--- config.mk ---
export PLATFORM = sky130hd
export DESIGN_NAME = eeprom_pin_mux_strap
export DESIGN_NICKNAME = d
export VERILOG_FILES = /design/src/common/eeprom_pin_mux_pkg.sv /design/src/hw/eeprom_pin_mux_strap.sv
export SDC_FILE = /design/constraint.sdc
export NUM_CORES = 1
export LEC_CHECK = 0
export ABC_AREA = 1
export BUFFER_PORTS_ARGS = -buffer_cell sky130_fd_sc_hd__buf_2
export CAP_MARGIN = 25
export CORE_ASPECT_RATIO = 0.9
export CORE_MARGIN = 2
export CORE_UTILIZATION = 30
export CTS_CLUSTER_DIAMETER = 200
export DETAILED_ROUTE_END_ITERATION = 10
export GPL_TIMING_DRIVEN = 0
export HOLD_SLACK_MARGIN = 0.15
export RECOVER_POWER = 25
export SYNTH_ARGS = -nofsm -noshare
export SYNTH_HDL_FRONTEND = slang
export SYNTH_SLANG_ARGS = --single-unit
--- constraint.sdc ---
create_clock -name sys_clk -period 1.15 [get_ports sys_clk]
set_input_delay 0.115 -clock sys_clk [delete_from_list [all_inputs] [get_ports sys_clk]]
set_output_delay 0.115 -clock sys_clk [all_outputs]
set_load 0.01 [all_outputs]
--- src/common/eeprom_pin_mux_pkg.sv ---
// constants and carrier types for the eeprom pin multiplexer
// assumes one 20 MHz clock and an asynchronous active-low reset
package eeprom_pin_mux_pkg;

  // data pin function codes
  typedef enum logic [1:0] {
    data_fn_eeprom  = 2'h0,
    data_fn_general = 2'h1,
    data_fn_tx_en   = 2'h2,
    data_fn_tx_clk  = 2'h3
  } data_fn_type;

  // clock pin function codes
  typedef enum logic [1:0] {
    clk_fn_eeprom  = 2'h0,
    clk_fn_general = 2'h1,
    clk_fn_rx_dv   = 2'h2,
    clk_fn_rx_clk  = 2'h3
  } clk_fn_type;

  // write-gate states, one-hot
  typedef enum logic [1:0] {
    gate_locked = 2'h1,
    gate_open   = 2'h2
  } gate_state_type;

  // software configuration carried as one word
  typedef struct packed {
    data_fn_type data_fn;
    clk_fn_type  clk_fn;
    logic        general_three;
    logic        general_four;
  } pin_cfg_type;

  localparam pin_cfg_type cfg_reset_value = '{data_fn_eeprom, clk_fn_eeprom, 1'b0, 1'b0};
  localparam logic        strap_reset_value = 1'b0;
  localparam logic        width_32_level    = 1'b1;
  localparam int          por_cycles        = 16;
  localparam logic [4:0]  por_count_last    = 5'h10;

endpackage : eeprom_pin_mux_pkg

--- src/hw/eeprom_pin_mux_strap.sv ---
// pin multiplexer for the serial eeprom data and clock pins, with bus-width strap
// assumes synchronous pin inputs on sys_clk; the pad combines the three pin signals
// assumes the internal eeprom controller and mii signals arrive on sys_clk
// a pad pull-up holds the external reset pin high when it is left loose
`timescale 1ns/1ps
`default_nettype none

// one-of-four function selector shared by both pins
// one selector per pin keeps the two muxes identical
module pin_fn_select
  import eeprom_pin_mux_pkg::*;
#(
  parameter int unsigned src_count = 4
) (
  input  wire logic [1:0]           sel,
  input  wire logic [src_count-1:0] sources,
  output logic                      picked
);

  // source index equals the function code
  assign picked = sources[sel];

endmodule : pin_fn_select

module eeprom_pin_mux_strap
  import eeprom_pin_mux_pkg::*;
(
  // clock and resets
  input  wire logic        sys_clk,
  input  wire logic        arst_n,
  input  wire logic        external_reset_n,
  input  wire logic        external_reset_present,

  // host events
  input  wire logic        wake_event,
  input  wire logic        host_read,
  input  wire logic        host_write,

  // configuration word
  input  wire pin_cfg_type cfg_wdata,
  output logic             host_write_taken,
  output pin_cfg_type      cfg_ff,
  output logic             write_enabled,

  // internal eeprom controller
  input  wire logic        eeprom_select,
  input  wire logic        eeprom_clock,
  input  wire logic        eeprom_data_out,
  input  wire logic        eeprom_data_drive,
  output logic             eeprom_data_in,

  // internal mii signals to mirror
  input  wire logic        tx_en,
  input  wire logic        tx_clk,
  input  wire logic        rx_dv,
  input  wire logic        rx_clk,

  // pads, strap and reset status
  input  wire logic        eeprom_serial_data_pin_i,
  output logic             eeprom_serial_data_pin_o,
  output logic             eeprom_serial_data_pin_oe_n,
  output logic             eeprom_serial_clock_pin,
  output logic             eeprom_select_n,
  output logic             bus_width_strap,
  output logic             bus_is_32bit,
  output logic             internal_reset_n
);

  // power-on counter stands in for the internal power-on reset
  logic [4:0]     por_cnt_ff;
  logic [4:0]     nxt_por_cnt;
  logic           por_done;
  logic           ext_rst_active;
  logic           soft_rst;

  // strap capture
  logic           strap_taken_ff;
  logic           strap_ff;
  logic           strap_window;

  // write gate
  gate_state_type gate_ff;
  gate_state_type nxt_gate;
  logic           read_unlocks;
  logic           wake_relocks;
  logic           write_ok;

  // function decode and pin sources
  logic           data_is_eeprom;
  logic           clk_is_eeprom;
  logic           data_mux;
  logic           clk_mux;
  logic           select_allowed;
  logic           pins_live;
  logic           nxt_data_oe_n;
  logic           nxt_select_n;
  logic           nxt_data_in;

  // registered pad and controller outputs
  logic           eeprom_data_in_ff;
  logic           data_pin_ff;
  logic           data_oe_n_ff;
  logic           clk_pin_ff;
  logic           select_n_ff;

  // power-on count stops at its last value
  assign por_done    = (por_cnt_ff == por_count_last);
  assign nxt_por_cnt = por_done ? por_cnt_ff : por_cnt_ff + 5'h01;

  // reset input absent falls back to power-on reset only
  // a loose pin reads high through the pad pull-up, so it never resets
  assign ext_rst_active   = external_reset_present & ~external_reset_n;
  assign soft_rst         = ext_rst_active | ~por_done;
  assign internal_reset_n = ~soft_rst;

  // power-on count runs once after arst_n
  always_ff @(posedge sys_clk or negedge arst_n) begin
    if (!arst_n) begin
      por_cnt_ff <= 5'h00;
    end else begin
      por_cnt_ff <= nxt_por_cnt;
    end
  end

  // strap window: first clock with soft reset gone
  assign strap_window = ~soft_rst & ~strap_taken_ff;

  // strap taken flag, cleared by every reset
  always_ff @(posedge sys_clk or negedge arst_n) begin
    if (!arst_n) begin
      strap_taken_ff <= 1'b0;
    end else if (soft_rst) begin
      strap_taken_ff <= 1'b0;
    end else if (strap_window) begin
      strap_taken_ff <= 1'b1;
    end
  end

  // strap level caught once in the window
  // the pad is released during reset so the board strap is seen
  always_ff @(posedge sys_clk or negedge arst_n) begin
    if (!arst_n) begin
      strap_ff <= strap_reset_value;
    end else if (soft_rst) begin
      strap_ff <= strap_reset_value;
    end else if (strap_window) begin
      strap_ff <= eeprom_serial_data_pin_i;
    end
  end

  // strap read back and width decode
  assign bus_width_strap = strap_ff;
  assign bus_is_32bit    = (strap_ff == width_32_level);

  // a read unlocks, a wake relocks
  assign read_unlocks = host_read;
  assign wake_relocks = wake_event;

  // write gate: locked until first read after reset or wake
  // wake wins only while the gate is open
  always_comb begin
    nxt_gate = gate_ff;
    case (gate_ff)
      gate_locked: begin
        if (read_unlocks) begin
          nxt_gate = gate_open;
        end
      end
      gate_open: begin
        if (wake_relocks) begin
          nxt_gate = gate_locked;
        end
      end
      default: begin
        nxt_gate = gate_locked;
      end
    endcase
  end

  // gate state register
  always_ff @(posedge sys_clk or negedge arst_n) begin
    if (!arst_n) begin
      gate_ff <= gate_locked;
    end else if (soft_rst) begin
      gate_ff <= gate_locked;
    end else begin
      gate_ff <= nxt_gate;
    end
  end

  // writes need an open gate, a taken strap and no reset in progress
  assign write_ok         = (gate_ff == gate_open) & strap_taken_ff & ~soft_rst;
  assign write_enabled    = write_ok;
  assign host_write_taken = host_write & write_ok;

  // configuration register, eeprom function after reset
  // a dropped write leaves the old functions in place
  always_ff @(posedge sys_clk or negedge arst_n) begin
    if (!arst_n) begin
      cfg_ff <= cfg_reset_value;
    end else if (soft_rst) begin
      cfg_ff <= cfg_reset_value;
    end else if (host_write_taken) begin
      cfg_ff <= cfg_wdata;
    end
  end

  // function selection for both pins
  assign data_is_eeprom = (cfg_ff.data_fn == data_fn_eeprom);
  assign clk_is_eeprom  = (cfg_ff.clk_fn == clk_fn_eeprom);
  assign select_allowed = data_is_eeprom & clk_is_eeprom;

  // data pin source; general role is output only
  pin_fn_select data_select (
    .sel     (cfg_ff.data_fn),
    .sources ({tx_clk, tx_en, cfg_ff.general_three, eeprom_data_out}),
    .picked  (data_mux)
  );

  // clock pin source
  pin_fn_select clk_select (
    .sel     (cfg_ff.clk_fn),
    .sources ({rx_clk, rx_dv, cfg_ff.general_four, eeprom_clock}),
    .picked  (clk_mux)
  );

  // pins go live once reset and the strap cycle are over
  // holding the data pad released until then keeps the strap clean
  assign pins_live = ~soft_rst & strap_taken_ff;

  // next values for the pad drivers
  assign nxt_data_oe_n = data_is_eeprom ? ~eeprom_data_drive : 1'b0;
  assign nxt_select_n  = ~(eeprom_select & select_allowed);
  assign nxt_data_in   = data_is_eeprom ? eeprom_serial_data_pin_i : 1'b0;

  // data pin value
  always_ff @(posedge sys_clk or negedge arst_n) begin
    if (!arst_n) begin
      data_pin_ff <= 1'b0;
    end else if (!pins_live) begin
      data_pin_ff <= 1'b0;
    end else begin
      data_pin_ff <= data_mux;
    end
  end

  // data pin enable, released in reset for the strap
  always_ff @(posedge sys_clk or negedge arst_n) begin
    if (!arst_n) begin
      data_oe_n_ff <= 1'b1;
    end else if (!pins_live) begin
      data_oe_n_ff <= 1'b1;
    end else begin
      data_oe_n_ff <= nxt_data_oe_n;
    end
  end

  // clock pin value
  // mirrored signals pass through one register stage
  always_ff @(posedge sys_clk or negedge arst_n) begin
    if (!arst_n) begin
      clk_pin_ff <= 1'b0;
    end else if (!pins_live) begin
      clk_pin_ff <= 1'b0;
    end else begin
      clk_pin_ff <= clk_mux;
    end
  end

  // chip select, inactive in reset
  // select waits for both pins in eeprom mode
  always_ff @(posedge sys_clk or negedge arst_n) begin
    if (!arst_n) begin
      select_n_ff <= 1'b1;
    end else if (!pins_live) begin
      select_n_ff <= 1'b1;
    end else begin
      select_n_ff <= nxt_select_n;
    end
  end

  // data read back to the eeprom controller
  // other modes read back zero, no general input
  always_ff @(posedge sys_clk or negedge arst_n) begin
    if (!arst_n) begin
      eeprom_data_in_ff <= 1'b0;
    end else if (!pins_live) begin
      eeprom_data_in_ff <= 1'b0;
    end else begin
      eeprom_data_in_ff <= nxt_data_in;
    end
  end

  // pad drivers
  assign eeprom_serial_data_pin_o    = data_pin_ff;
  assign eeprom_serial_data_pin_oe_n = data_oe_n_ff;
  assign eeprom_serial_clock_pin     = clk_pin_ff;
  assign eeprom_select_n             = select_n_ff;

  // controller read-back
  assign eeprom_data_in              = eeprom_data_in_ff;

endmodule : eeprom_pin_mux_strap
`default_nettype wire

==> key figures <==
Status
  • Status: finished, violations left
  • Failing checks: setup timing

Floorplan
  • Chip width: 64.4 um
  • Die Area: 3760 sq um
  • Core region area: 3090 sq um
  • Rows: 19
  • Starting density of the core: 31.9%
  • Die Y: 58.4 um
  • I/O Pins: 38

Worst setup path
  • Worst setup EP type: output pin
  • Data arrival, critical path: 1510 ps
  • Critical path launch point type: flip-flop
  • Crit Path Class: reg2out
  • Worst Path Required: 1030 ps
  • Max FO, Critical Path: 3

Routing
  • Antenna-violating nets left: 0
  • Via density: 4.58
  • First-pass DRT Iterations: 4
  • Vias: 1012
  • 1st-iter DRT viols: 15
  • Wirelength per Cell: 12.1 um
  • WL final: 2.67 mm
  • # DRC: 0

Timing
  • Final slew viol count: 0
  • Setup ws final: -474 ps
  • Crit path time final: 1620 ps
  • RSZ-0062 raised after global routing: true
  • Final setup viols: 22
  • Max Freq: 0.616 GHz
  • Slew HR: 65.6%
  • Fin crit share: 141%
  • Fin. Hold Viols: 0
  • Slew @ Worst Pin: 515 ps
  • Clock Skew: 8.39 ps

CTS
  • Htree depth: 1
  • Total CTS buffers: 3
  • Clock latency at the later pin of the worst-skew pair: 300 ps
  • Root Driver: clkbuf_4
  • TritonCTS clock tree: done
  • Clock transition at path regs: 110 ps
  • CTS Sinks: 20
  • Clk buf depth: 2

Job
  • Max Cap Viol: 0

Synthesis
  • Mean post-synth cell area: 9.05 sq um
  • Share of the synthesized area in the top cell type: 43.1%
  • Dominant cells by area after synthesis: dfrtp_1 43%, dfstp_2 8.0%, nand2_1 7.6%
  • Yosys warns: 0
  • Gate Count Post-Synth: 109
  • Yosys reg bits: 20
  • Post-Syn Area: 986 sq um
  • Post-synth top area cell: dfrtp_1
  • Seq/Total Area, Yosys: 51.1%
  • Syn_nets: 133
  • Cell variety after synth: 25

Finish
  • Final net count: 204
  • Multi-input gate area in the final layout: 459 sq um
  • FILL cells: 302
  • Share of post-route cells with drive strength above 1: 44.1%
  • Post-Layout Cell Count: 221
  • Core Util, Final: 51.6%
  • Area Growth Syn to Fin: 61.8%
  • Register Area: 504 sq um
  • Most common cell after layout, fill and taps aside: buf_2
  • Most frequent cells in the layout: 35 x buf_2, 17 x nand2_1, 17 x dfrtp_1
  • ANT cells: 0

GRT
  • Remaining global-route overflow: 0
  • Gr usage total: 14.1%
  • Largest net degree at the start of global routing: 21
  • First-pass GRT wire length: 4.10 mm
  • Initial antenna violation count: 0
  • Vias in the first global route: 989

Power and ir drop
  • Max VDD drop: 733 uV
  • P_leak: 0.853 nW
  • Power Density: 1170 nW/um^2

Placed design
  • Dpl cells: 188
  • Final HPWL DP: 1.56 mm
  • RD Place Congestion: 0.813
  • I/O Buffers: 37

Worst hold path
  • Hold crit path type: in2reg
[per-layer routing]
metal,global-route usage (%),vias up,share of wire (%)
li1,-,500,-
met1,16.7,473,42
met2,24.7,31,52
met3,3.44,8,4.2
met4,5.78,0,2.3
met5,0,-,0
[per-stage QoR]
step	TNS (ps)	hold WS (ps)	power, W	area [sq um]	worst slack, ps
5_1_grt	-7270	265	0.00201	1600	-594
2_1_floorplan	-606	-181	0.00119	986	-89.3
4_1_cts	-3120	218	0.00186	1520	-415
6_report	-5830	237	0.00187	1600	-474
3_3_place_gp	-1960	77.2	0.00137	1220	-192
3_5_place_dp	-2440	87.1	0.00138	1220	-213
[worst max-delay path, cell delays in order, from the launching register on]
cell     delay, ps
dfrtp_1        420
inv_2           80
ha_4           120
nand2_2         40
inv_2           60
buf_4          110
nand2_4         60
nor2_8          90
buf_6          110
buf_6           90
[flip-flops by register name (all words and copies together) (netlist names)]
| signal | count |
|---|---|
| gate_ff | 2 |
| eeprom_serial_clock_pin | 1 |
| bus_is_32bit | 1 |
| strap_taken_ff | 1 |
| eeprom_serial_data_pin_o | 1 |
| cfg_ff | 6 |
| eeprom_serial_data_pin_oe_n | 1 |
| eeprom_select_n | 1 |
| por_cnt_ff | 5 |
| eeprom_data_in | 1 |
[layout make-up]
class	instances	area share [%]
Sequential cell	20	31.6
Timing Repair Buffer	66	29.1
Multi-Input combinational cell	71	28.8
Inverter	16	3.76
Tap cell	42	3.29
Clock buffer	4	2.27
Buffer	2	1.18
[what timing repair did]
action | CTS | global route
setup endpoints to repair | 18 | 21
cloned | 1 | 0
hold buffers | 16 | 0
buffers inserted | 6 | 7
pin swaps | 3 | 6
resized for setup | 13 | 10
endpoints found under the hold margin | 35 | 0
[cells by family after synthesis]
kind of cell    share of synthesized area (%)
xor+xnor                                 2.67
simple gates                             26.0
buf+inv                                  8.00
flops                                    51.1
fa+ha+maj                                2.54
compound gates                           9.64
[Yosys cell counts, drive strengths merged]
library cell	instances
nor3b	1
nand4	6
or2	2
xnor2	2
nand3	4
o21ai	6
xor2	1
buf	2
inv	16
a21oi	1
nor3	2
dfrtp	17
o211ai	8
nand2	21
dfstp	3
ha	2
nor2	15
[path summary, 6_finish.rpt]
check / from / end / slack [ps] / depth (start not counted)
setup / recovery: por_cnt_ff[0] / internal_reset_n / -470 / 9
hold / removal: tx_en / eeprom_serial_data_pin_o / 240 / 7
setup reg to reg: por_cnt_ff[0] / cfg_ff[2] / -430 / 12
hold reg to reg: por_cnt_ff[4] / por_cnt_ff[4] / 520 / 1
max in group asynchronous: arst_n / gate_ff[0] / 460 / 2
min in group asynchronous: arst_n / cfg_ff[0] / 320 / 2
[where the power goes]
part	switching, W	internal, W
Clock	0.000214	0.000193
Combinational	0.000308	0.000260
Sequential	0.0000731	0.000825
Total	0.000595	0.00128
Note: power is estimated with default switching activity, not from simulation.
